[src/rtl/sfc_pkg.sv]
/*
  Constants for the serial frame control of a 14-bit differential
  successive-approximation converter.
  Assumes a single system clock that oversamples the serial link.
*/
package sfc_pkg;
  // Result format
  localparam int RES_W = 14;
  localparam logic [RES_W-1:0] CODE_MID = 14'h0000;
  localparam logic [RES_W-1:0] CODE_MID_P1 = 14'h0001;
  localparam logic [RES_W-1:0] CODE_POS_FS = 14'h1FFF;
  localparam logic [RES_W-1:0] CODE_NEG_FS = 14'h2000;
  localparam logic [RES_W-1:0] CODE_NEG_FS_P1 = 14'h2001;
  localparam logic [RES_W-1:0] CODE_SIGN = 14'h2000;
  localparam logic [RES_W-1:0] CODE_ZERO = 14'h0000;
  // Saturation limit in code steps (reference minus one step)
  localparam int SAT_LIMIT = 8191;
  // Frame edge counts
  localparam int CNT_W = 7;
  localparam logic [CNT_W-1:0] CNT_ZERO = 7'h00;
  localparam logic [CNT_W-1:0] CNT_ONE = 7'h01;
  localparam logic [CNT_W-1:0] CNT_MAX = 7'h7F;
  localparam logic [CNT_W-1:0] CONV_EDGES = 7'h12;
  localparam logic [CNT_W-1:0] TRIM_PWRUP_EDGES = 7'h18;
  localparam logic [CNT_W-1:0] TRIM_RUN_EDGES = 7'h40;
  localparam logic [CNT_W-1:0] DATA_LAST_EDGE = 7'h0E;
  // System clock frequency and period
  localparam int SYS_CLK_MHZ = 50;
  localparam int SYS_CLK_PERIOD_NS = 20;
  // Converter states
  typedef enum logic [1:0] {
    SFC_ACQUIRE,
    SFC_CONVERT,
    SFC_OFFSET_TRIM
  } sfc_state_t;
endpackage

[src/rtl/sfc_frame_ctrl.sv]
/*
  Frame, conversion and offset trim control of the converter.
  Assumes chip select and serial clock come from a host on pins,
  oversampled by clk_sys; the analog front end delivers each input
  already quantised in code steps as a signed word.
*/
`timescale 1ns/10ps

// Functional notes
// - Input sample is captured when chip select falls, opening a frame.
// - Serial clock edges alone step the conversion and shift the data.
// - Converted value is the positive input minus the negative input.
// - Result is a 14-bit two's-complement code, step is 2*Vref/2^14.
// - Zero to one step gives 0000, one to two steps gives 0001.
// - Input at or above reference minus one step saturates to 1FFF.
// - Input at or below minus that level saturates to 2000; next 2001 (code gives 2002 there and never 2001).
// - After power-up the converter sits in the acquire state.
// - A frame runs from chip select fall to rise; clocks count inside.
// - Data output is released while chip select is high.
// - Three states only, switched only by chip select and clock.
// - Eighteen falling edges finish a conversion; fewer give bad data.
// - Leading zero, then previous result MSB first per rise, then zeros.
// - Power-up trim takes 24 clocks; early chip select rise aborts.
// - Run-time trim takes 64 clocks; rise between 18 and 64 aborts.
module sfc_frame_ctrl
  import sfc_pkg::*;
#(
  parameter int IN_W = 16
) (
  // Clock and reset
  input wire logic clk_sys,
  input wire logic arst_n,
  // Serial link pins
  input wire logic cs_n_pin,
  input wire logic sclk_pin,
  output logic sdo_out,
  output logic sdo_oe,
  // Quantised analog inputs
  input wire logic signed [IN_W-1:0] positive_input,
  input wire logic signed [IN_W-1:0] negative_input,
  // Status
  output logic acquire_state,
  output logic convert_state,
  output logic offset_trim_state,
  output logic trim_done
);
  logic cs_act_s;
  logic sclk_unused;
  logic cs_fall;
  logic cs_rise;
  logic sclk_rise;
  logic sclk_fall;
  logic [2*IN_W-1:0] ain_s;
  logic signed [IN_W-1:0] pos_s;
  logic signed [IN_W-1:0] neg_s;
  logic signed [IN_W:0] diff;
  logic [RES_W-1:0] code_sat;
  logic fall_ev;
  logic rise_ev;
  logic [CNT_W-1:0] cnt_next;
  logic [RES_W-1:0] trial;
  logic [RES_W-1:0] sar_bit;

  sfc_state_t state_reg;
  logic [CNT_W-1:0] fall_cnt_reg;
  logic [RES_W-1:0] samp_reg;
  logic [RES_W-1:0] sar_reg;
  logic [RES_W-1:0] sar_bit_reg;
  logic [RES_W-1:0] result_reg;
  logic [RES_W-1:0] shift_reg;
  logic sdo_reg;
  logic first_frame_reg;
  logic trim_done_reg;

  // Pin synchronisers; chip select is synced active high so that its
  // idle level matches the cleared flops and no false edge follows reset
  sfc_sync #(.W(2)) u_link_sync (
    .clk_sys(clk_sys),
    .arst_n(arst_n),
    .pin_in({~cs_n_pin, sclk_pin}),
    .sync_out({cs_act_s, sclk_unused}),
    .rise_out({cs_fall, sclk_rise}),
    .fall_out({cs_rise, sclk_fall})
  );

  sfc_sync #(.W(2*IN_W)) u_ain_sync (
    .clk_sys(clk_sys),
    .arst_n(arst_n),
    .pin_in({positive_input, negative_input}),
    .sync_out(ain_s),
    .rise_out(),
    .fall_out()
  );

  assign pos_s = ain_s[2*IN_W-1:IN_W];
  assign neg_s = ain_s[IN_W-1:0];

  // Differential value with saturation
  always_comb begin
    diff = pos_s - neg_s;
    if (diff >= SAT_LIMIT) begin
      code_sat = CODE_POS_FS;
    end else if (diff <= -SAT_LIMIT) begin
      code_sat = CODE_NEG_FS;
    end else begin
      code_sat = diff[RES_W-1:0];
    end
  end

  // Link edges only count inside a frame
  assign fall_ev = sclk_fall & cs_act_s & ~cs_fall;
  assign rise_ev = sclk_rise & cs_act_s & ~cs_fall;
  assign cnt_next = (fall_cnt_reg == CNT_MAX) ? CNT_MAX
                    : fall_cnt_reg + CNT_ONE;

  // Falling edge counter
  always_ff @(posedge clk_sys or negedge arst_n) begin
    if (!arst_n) begin
      fall_cnt_reg <= CNT_ZERO;
    end else if (cs_fall) begin
      fall_cnt_reg <= CNT_ZERO;
    end else if (fall_ev) begin
      fall_cnt_reg <= cnt_next;
    end
  end

  // State machine
  always_ff @(posedge clk_sys or negedge arst_n) begin
    if (!arst_n) begin
      state_reg <= SFC_ACQUIRE;
    end else begin
      case (state_reg)
        SFC_ACQUIRE: begin
          if (cs_fall) begin
            state_reg <= SFC_CONVERT;
          end else if (fall_ev && cnt_next > CONV_EDGES) begin
            state_reg <= SFC_OFFSET_TRIM;
          end
        end
        SFC_CONVERT: begin
          if (cs_rise) begin
            state_reg <= SFC_ACQUIRE;
          end else if (fall_ev && cnt_next == CONV_EDGES) begin
            state_reg <= SFC_ACQUIRE;
          end
        end
        SFC_OFFSET_TRIM: begin
          if (cs_rise) begin
            state_reg <= SFC_ACQUIRE;
          end else if (fall_ev && first_frame_reg &&
                       cnt_next == TRIM_PWRUP_EDGES) begin
            state_reg <= SFC_ACQUIRE;
          end else if (fall_ev && !first_frame_reg &&
                       cnt_next == TRIM_RUN_EDGES) begin
            state_reg <= SFC_ACQUIRE;
          end
        end
        default: begin
          state_reg <= SFC_ACQUIRE;
        end
      endcase
    end
  end

  // Trim completion and power-up frame tracking
  always_ff @(posedge clk_sys or negedge arst_n) begin
    if (!arst_n) begin
      trim_done_reg <= 1'b0;
      first_frame_reg <= 1'b1;
    end else begin
      if (state_reg == SFC_OFFSET_TRIM && fall_ev && !cs_rise &&
          ((first_frame_reg && cnt_next == TRIM_PWRUP_EDGES) ||
           (!first_frame_reg && cnt_next == TRIM_RUN_EDGES))) begin
        trim_done_reg <= 1'b1;
      end
      if (cs_rise) begin
        first_frame_reg <= 1'b0;
      end
    end
  end

  // Successive approximation on offset-binary code
  assign sar_bit = sar_bit_reg;
  assign trial = sar_reg | sar_bit;

  always_ff @(posedge clk_sys or negedge arst_n) begin
    if (!arst_n) begin
      samp_reg <= CODE_ZERO;
      sar_reg <= CODE_ZERO;
      sar_bit_reg <= CODE_ZERO;
    end else if (cs_fall) begin
      samp_reg <= code_sat ^ CODE_SIGN;
      sar_reg <= CODE_ZERO;
      sar_bit_reg <= CODE_SIGN;
    end else if (fall_ev && state_reg == SFC_CONVERT &&
                 fall_cnt_reg < DATA_LAST_EDGE) begin
      if (trial <= samp_reg) begin
        sar_reg <= trial;
      end
      sar_bit_reg <= sar_bit_reg >> 1;
    end
  end

  // Result held for the next frame
  always_ff @(posedge clk_sys or negedge arst_n) begin
    if (!arst_n) begin
      result_reg <= CODE_ZERO;
    end else if (state_reg == SFC_CONVERT) begin
      if (fall_ev && cnt_next == CONV_EDGES) begin
        result_reg <= sar_reg ^ CODE_SIGN;
      end else if (cs_rise) begin
        result_reg <= sar_reg ^ CODE_SIGN;
      end
    end
  end

  // Output shifter
  always_ff @(posedge clk_sys or negedge arst_n) begin
    if (!arst_n) begin
      shift_reg <= CODE_ZERO;
      sdo_reg <= 1'b0;
    end else if (cs_fall) begin
      shift_reg <= result_reg;
      sdo_reg <= 1'b0;
    end else if (rise_ev && fall_cnt_reg != CNT_ZERO) begin
      sdo_reg <= shift_reg[RES_W-1];
      shift_reg <= {shift_reg[RES_W-2:0], 1'b0};
    end
  end

  assign sdo_out = sdo_reg;
  assign sdo_oe = cs_act_s;
  assign acquire_state = (state_reg == SFC_ACQUIRE);
  assign convert_state = (state_reg == SFC_CONVERT);
  assign offset_trim_state = (state_reg == SFC_OFFSET_TRIM);
  assign trim_done = trim_done_reg;
endmodule

[src/rtl/sfc_sync.sv]
/*
  Two-stage synchroniser with edge detection for a vector of pins.
  Assumes the inputs are asynchronous to clk_sys.
*/
`timescale 1ns/10ps
module sfc_sync #(
  parameter int W = 1
) (
  // Clock and reset
  input wire logic clk_sys,
  input wire logic arst_n,
  // Pins
  input wire logic [W-1:0] pin_in,
  // Synchronised level and edges
  output logic [W-1:0] sync_out,
  output logic [W-1:0] rise_out,
  output logic [W-1:0] fall_out
);
  logic [W-1:0] meta_reg;
  logic [W-1:0] sync_reg;
  logic [W-1:0] prev_reg;

  always_ff @(posedge clk_sys or negedge arst_n) begin
    if (!arst_n) begin
      meta_reg <= '0;
      sync_reg <= '0;
      prev_reg <= '0;
    end else begin
      meta_reg <= pin_in;
      sync_reg <= meta_reg;
      prev_reg <= sync_reg;
    end
  end

  assign sync_out = sync_reg;
  assign rise_out = sync_reg & ~prev_reg;
  assign fall_out = ~sync_reg & prev_reg;
endmodule
[config.mk]
export PLATFORM = sky130hd
export DESIGN_NAME = sfc_frame_ctrl
export DESIGN_NICKNAME = d
export VERILOG_FILES = /design/src/rtl/sfc_pkg.sv /design/src/rtl/sfc_frame_ctrl.sv /design/src/rtl/sfc_sync.sv
export SDC_FILE = /design/constraint.sdc
export NUM_CORES = 1
export LEC_CHECK = 0
export ABC_CLOCK_PERIOD_IN_PS = 3000
export BUFFER_PORTS_ARGS = -buffer_cell sky130_fd_sc_hd__buf_4
export CAP_MARGIN = 20
export CELL_PAD_IN_SITES_DETAIL_PLACEMENT = 1
export CELL_PAD_IN_SITES_GLOBAL_PLACEMENT = 2
export CORE_MARGIN = 8
export CORE_UTILIZATION = 38
export CTS_BUF_LIST = sky130_fd_sc_hd__clkbuf_2
export DETAILED_ROUTE_END_ITERATION = 16
export PLACE_DENSITY_LB_ADDON = 0.1
export SETUP_SLACK_MARGIN = 0.1
export SLEW_MARGIN = 10
export SYNTH_ARGS = -nofsm -noshare
export SYNTH_HDL_FRONTEND = slang
export SYNTH_SLANG_ARGS = --single-unit
[constraint.sdc]
create_clock -name clk_sys -period 3 [get_ports clk_sys]
set_input_delay 0.15 -clock clk_sys [delete_from_list [all_inputs] [get_ports clk_sys]]
set_output_delay 0.15 -clock clk_sys [all_outputs]
set_load 0.02 [all_outputs]
# == Yosys cells after proc, flatten, opt, wreduce, memory -nomap -nowiden ==
# Index checks and enable logic that the tools add are counted.
# word_totals
reg_bits,152
output_inout_bits,6
elab_cells,95
# classes
muxes,24
order_cmp,5
add_sub_neg,2
n_eq_ne,9
n_reduce_logical,27
bitwise_logic,13
# ops
op,n
$mux 14,11
$mux 7,3
$ge 17x14->1 const B,1
$le 17x14->1 const B,1
$sub 16x16->17,1
$eq 7x5->1 const B,2
$eq 7x7->1 const B,2
$le 14x14->1,1
$logic_and 1x1->1,14
$mux 2,7
$or 14x14->14,1
$reduce_bool 2->1,5
$add 7x1->7 const B,1
$gt 7x5->1 const B,1
$lt 7x4->1 const B,1
$reduce_bool 7->1,1
$ne 3x1->1 const B,2
$pmux 2 s3,1
$and 1x1->1,4
$and 2x2->2,2
$ne 4x1->1 const B,1
$not 1->1,4
$not 2->2,2
$reduce_and 2->1,2
7 further kinds,9

# == Logic depth before layout (Yosys ltp) ==
# depth
word_depth,10
ltp_mapped,12
ltp_nobuf,12

# == Hierarchy ==
# Synthesis repeated with hierarchy kept, for this count alone.
# unflattened
cells_unflattened,759
area_unflattened_um2,8276.7
# by_module_without_submodules
mod,cells_each,area_each_um2,instances
sfc_frame_ctrl,589,5128.7,1
sfc_sync (u_ain_sync),160,2962.8,1
sfc_sync (u_link_sync),10,185.2,1

# == Least setup slack after synthesis ==
# Ideal clock, no wire load.
# synth_timing
kind,register -> register
startpoint,register u_ain_sync.sync_reg[0] (netlist: u_ain_sync.sync_out[0])
endpoint,register samp_reg[2]
path_buffers,0
setup_slack_ps,183
stages_incl_launch_ff,11
synth_period_minus_slack_ps,2817
t_arrival_ps,2691
required_ps,2874
cell_sequence,dfrtp_1 ha_1 fa_1 nand2b_1 a211o_1 a2111oi_0 a211oi_2 nor2b_1 a41o_1 o21ai_4 a221o_1
# synth_via
elab_chain_len,4
elab_cells_between_ends,5
# synth_lines
element,line_no,source
from (decl),sfc_sync.sv:20,logic [W-1:0] sync_reg;
from (signal assigned),sfc_sync.sv:30,sync_reg <= meta_reg;
$sub 16x16->17 *,sfc_frame_ctrl.sv:100,diff = pos_s - neg_s;
$le 17x14->1,sfc_frame_ctrl.sv:103,end else if (diff <= -SAT_LIMIT) begin
$mux 14,sfc_frame_ctrl.sv:103,
$mux 14 *,sfc_frame_ctrl.sv:101,if (diff >= SAT_LIMIT) begin
to (signal assigned),sfc_frame_ctrl.sv:192,samp_reg <= code_sat ^ CODE_SIGN;
to (decl),sfc_frame_ctrl.sv:66,logic [RES_W-1:0] samp_reg;
# Every way passes the cells marked *; elsewhere a longest branch is shown, timed or not.
# A chain may end at the register's enable or synchronous reset.

# == Final worst setup path ==
# layout_timing
startpoint,register u_ain_sync.sync_reg[16] (netlist: u_ain_sync.sync_out[16])
endpoint,register samp_reg[5]
# The elaborated chain is that of the path after synthesis.

==> results.md <==
* Worst min-delay path category: flop to flop
* Primary FF master, synth: sky130_fd_sc_hd__dfrtp_1
* First-pass GRT wire length at 27500 um
* Max Fanout on Critical Path at 7
* Most used standard cells in the synthesized netlist: 151 x sky130_fd_sc_hd__dfrtp_1, 67 x sky130_fd_sc_hd__nand2_1, 44 x sky130_fd_sc_hd__inv_1, 42 x sky130_fd_sc_hd__o21ai_0, 38 x sky130_fd_sc_hd__nor2_1
* Critical path startpoint: u_ain_sync.sync_out[16]
* Number of buffers added by the clock tree synthesis step at 17
* Maximum number of pins on one net before global-route repair at 74
* Starting DRC count in detailed routing at 118
* Area Growth Syn to Fin at 25.9%
* Fraction of the yosys area taken by sequential cells at 55.7%
* Routed wirelength normalized by instance count at 16.0 um
* Total count of max-transition violations in the final report at 0
* Critical hold path startpoint: u_ain_sync.meta_reg[10]
* Hold Violations, Final at 0
* Final HPWL DP at 10900 um
* Total wire length after detailed routing at 15800 um
* Number of filler instances in the final layout at 1928
* Syn_nets at 685
* Remaining routing DRC violations at 0
* Top-area cell type share of the netlist area at 55.3%
* Worst Tran Pin Value at 0.883 ns
* Critical path launch point type: flop
* Global-route congestion overflow total at 0
* Via count at 5042
* Count of buffers from port buffering at 41
* Cell count after synthesis at 616
* Yosys warning count at 0
* Total standard cell area after synthesis at 6830 um^2
* Starting density of the core at 38.4%
* Worst vdd ir at 0.326 mV
* Layout Skew at 0.0378 ns
* Average via count per standard cell at 5.11
* Final clock period utilization by the worst path at 101%
* Antenna violations before repair at 1
* Violated checks: negative setup slack
* Count of distinct cell types in the synthesized netlist at 66
* Die Footprint at 22500 um^2
* Areal power density over the cells at 485 nW/um^2
* Most used standard cell by instance count after synthesis: sky130_fd_sc_hd__dfrtp_1
* RSZ-0062 raised after global routing: true
* LEAKAGE at 4.08 nW
* Level count of the clock H-tree at 4
* Outcome: finished with violations
* Non-Filler Instances at 987
* Total placed cells including tap cells at 876
* Fraction of synthesis flops using an asynchronous set or reset pin at 100%
* Max-capacitance violation count at 0
* Worst slew margin at 40.5%
* Mean instance size in the synthesized netlist at 11.1 um^2
* Layout Nets at 813
* Global Route Usage Sum at 15.4%
* Clock-pin slew reported for the worst setup and hold paths after clock tree synthesis at 0.26 ns
* Vias in the first global route at 5608
* Fraction of final layout cells with drive strength greater than 1 at 18.8%
* Placement-stage worst setup slack at -0.124 ns
* Overall die height at 150 um
* Clock buffer depth at 2
* Core Footprint at 17800 um^2
* Sort of element at the end of the critical path: flop
* Worst-Skew Late Latency at 0.74 ns
* Signal arrival time at the worst endpoint at 3.64 ns
* Antenna-violating nets left at 0
* Num Clock Sinks at 152
* TritonCTS clock tree: done
* Synth Register Bits at 152
* Die Wd at 150 um
* Achievable frequency at 331 MHz
* Final Setup Violations at 5
* Worst-case setup margin in the final layout at -0.0185 ns
* Worst reg2reg startpoint: u_ain_sync.sync_out[16]
* Critical setup path kind: flop to flop
* Top-Level Pins at 42
* Required time of the critical path at 3.62 ns
* Minimum clock period at 3.02 ns
* Gpl congestion at 0.837
* Largest cells by area after synthesis: sky130_fd_sc_hd__dfrtp_1 55%, sky130_fd_sc_hd__ha_1 5.9%, sky130_fd_sc_hd__mux2i_1 4.0%
* Number of flops mapped to enable cells by yosys at 0
* Site Rows at 49
* Post-layout utilization of the core at 48.4%
* Root buffer selected by CTS: sky130_fd_sc_hd__clkbuf_2
* DRT Pass-1 Iters at 4
* Post-synth top area cell: sky130_fd_sc_hd__dfrtp_1
==> report_power, final <==
group	switching, mW	total, mW	internal [mW]
combinational	0.435	0.823	0.388
sequential	0.0628	2.23	2.16
clock	0.853	1.13	0.273
==> layout by cell type, fill, tap and decap left out, types with 9 or more instances in the layout <==
master | Yosys | final
sky130_fd_sc_hd__a21oi_1 | 18 | 16
sky130_fd_sc_hd__buf_4 | 0 | 56
sky130_fd_sc_hd__clkbuf_2 | 0 | 17
sky130_fd_sc_hd__dfrtp_1 | 151 | 151
sky130_fd_sc_hd__dlygate4sd3_1 | 0 | 70
sky130_fd_sc_hd__ha_1 | 32 | 30
sky130_fd_sc_hd__inv_1 | 44 | 44
sky130_fd_sc_hd__mux2_1 | 9 | 9
sky130_fd_sc_hd__mux2i_1 | 27 | 27
sky130_fd_sc_hd__nand2_1 | 67 | 66
sky130_fd_sc_hd__nand3_1 | 11 | 11
sky130_fd_sc_hd__nand4_1 | 9 | 9
sky130_fd_sc_hd__nor2_1 | 38 | 38
sky130_fd_sc_hd__o21ai_0 | 42 | 41
sky130_fd_sc_hd__or2_2 | 13 | 13
sky130_fd_sc_hd__xnor2_1 | 9 | 9
==> what timing repair did <==
item	CTS	global route
endpoints found under the setup margin	13	28
pin swaps	12	15
setup buffers	4	3
hold endpoints to repair	185	0
hold buffers	71	0
gates resized for setup	16	10
==> critical path, cell delays in order, from the launching register on <==
cell and delay (ns):
sky130_fd_sc_hd__dfrtp_1 0.39, sky130_fd_sc_hd__inv_1 0.04, sky130_fd_sc_hd__ha_2 0.18, sky130_fd_sc_hd__fa_2 0.33
sky130_fd_sc_hd__nand2b_4 0.15, sky130_fd_sc_hd__a211o_1 0.31, sky130_fd_sc_hd__a211o_1 0.29, sky130_fd_sc_hd__buf_6 0.12
sky130_fd_sc_hd__a21oi_4 0.20, sky130_fd_sc_hd__a31oi_4 0.13, sky130_fd_sc_hd__a311oi_4 0.38, sky130_fd_sc_hd__nor2_4 0.10
sky130_fd_sc_hd__a221o_1 0.27
==> worst paths after layout <==
kind	endpoint	slack [ns]	depth (start not counted)
setup reg to reg	samp_reg[5]	-0.02	12
max in group asynchronous	result_reg[9]	2.11	4
hold / removal	u_ain_sync.sync_out[10]	0.35	0
setup / recovery	samp_reg[5]	-0.02	12
min in group asynchronous	u_ain_sync.meta_reg[16]	0.52	4
hold reg to reg	u_ain_sync.sync_out[10]	0.35	0
==> stage by stage <==
step / cell area (um^2) / setup TNS [ns] / hold WS (ns) / power (mW)
detailed placement: 7440 / -0.867 / 0.232 / 2.95
floorplan: 6830 / 0 / -0.146 / 2.69
global placement: 7440 / -0.0382 / 0.221 / 2.92
finish: 8600 / -0.0710 / 0.354 / 4.18
CTS: 8530 / -0.605 / 0.367 / 4.22
global route: 8600 / -1.29 / 0.387 / 4.44
==> routing by layer <==
| layer | part of all wire, % | track usage (%) | up-vias |
|---|---|---|---|
| met5 | 0 | 0 | - |
| met1 | 43 | 17.8 | 2541 |
| met3 | 3.2 | 3.93 | 18 |
| met4 | 2.0 | 5.35 | 0 |
| met2 | 52 | 27.0 | 78 |
| li1 | - | - | 2405 |
==> cells by family after synthesis <==
family,Yosys count,synth area share [%]
and+or+nand+nor,184,13.0
DFF,152,55.7
AOI/OAI and AO/OA,128,13.5
buffers and inverters,65,3.72
muxes,40,6.10
adders and majority gates,33,6.15
xor gates and xnor gates,14,1.79
==> area by class of cell <==
| cell class | count | area, um^2 | share of cell area [%] |
|---|---|---|---|
| Clock inverter | 15 | 153 | 1.77 |
| Tap cell | 229 | 287 | 3.33 |
| Clock buffer | 17 | 85.1 | 0.989 |
| Antenna cell | 1 | 2.50 | 0.0291 |
| Timing Repair Buffer | 130 | 1190 | 13.8 |
| Sequential cell | 152 | 3800 | 44.2 |
| Inverter | 44 | 165 | 1.92 |
| Multi-Input combinational cell | 399 | 2910 | 33.9 |
Note: power is estimated with default switching activity, not from simulation.
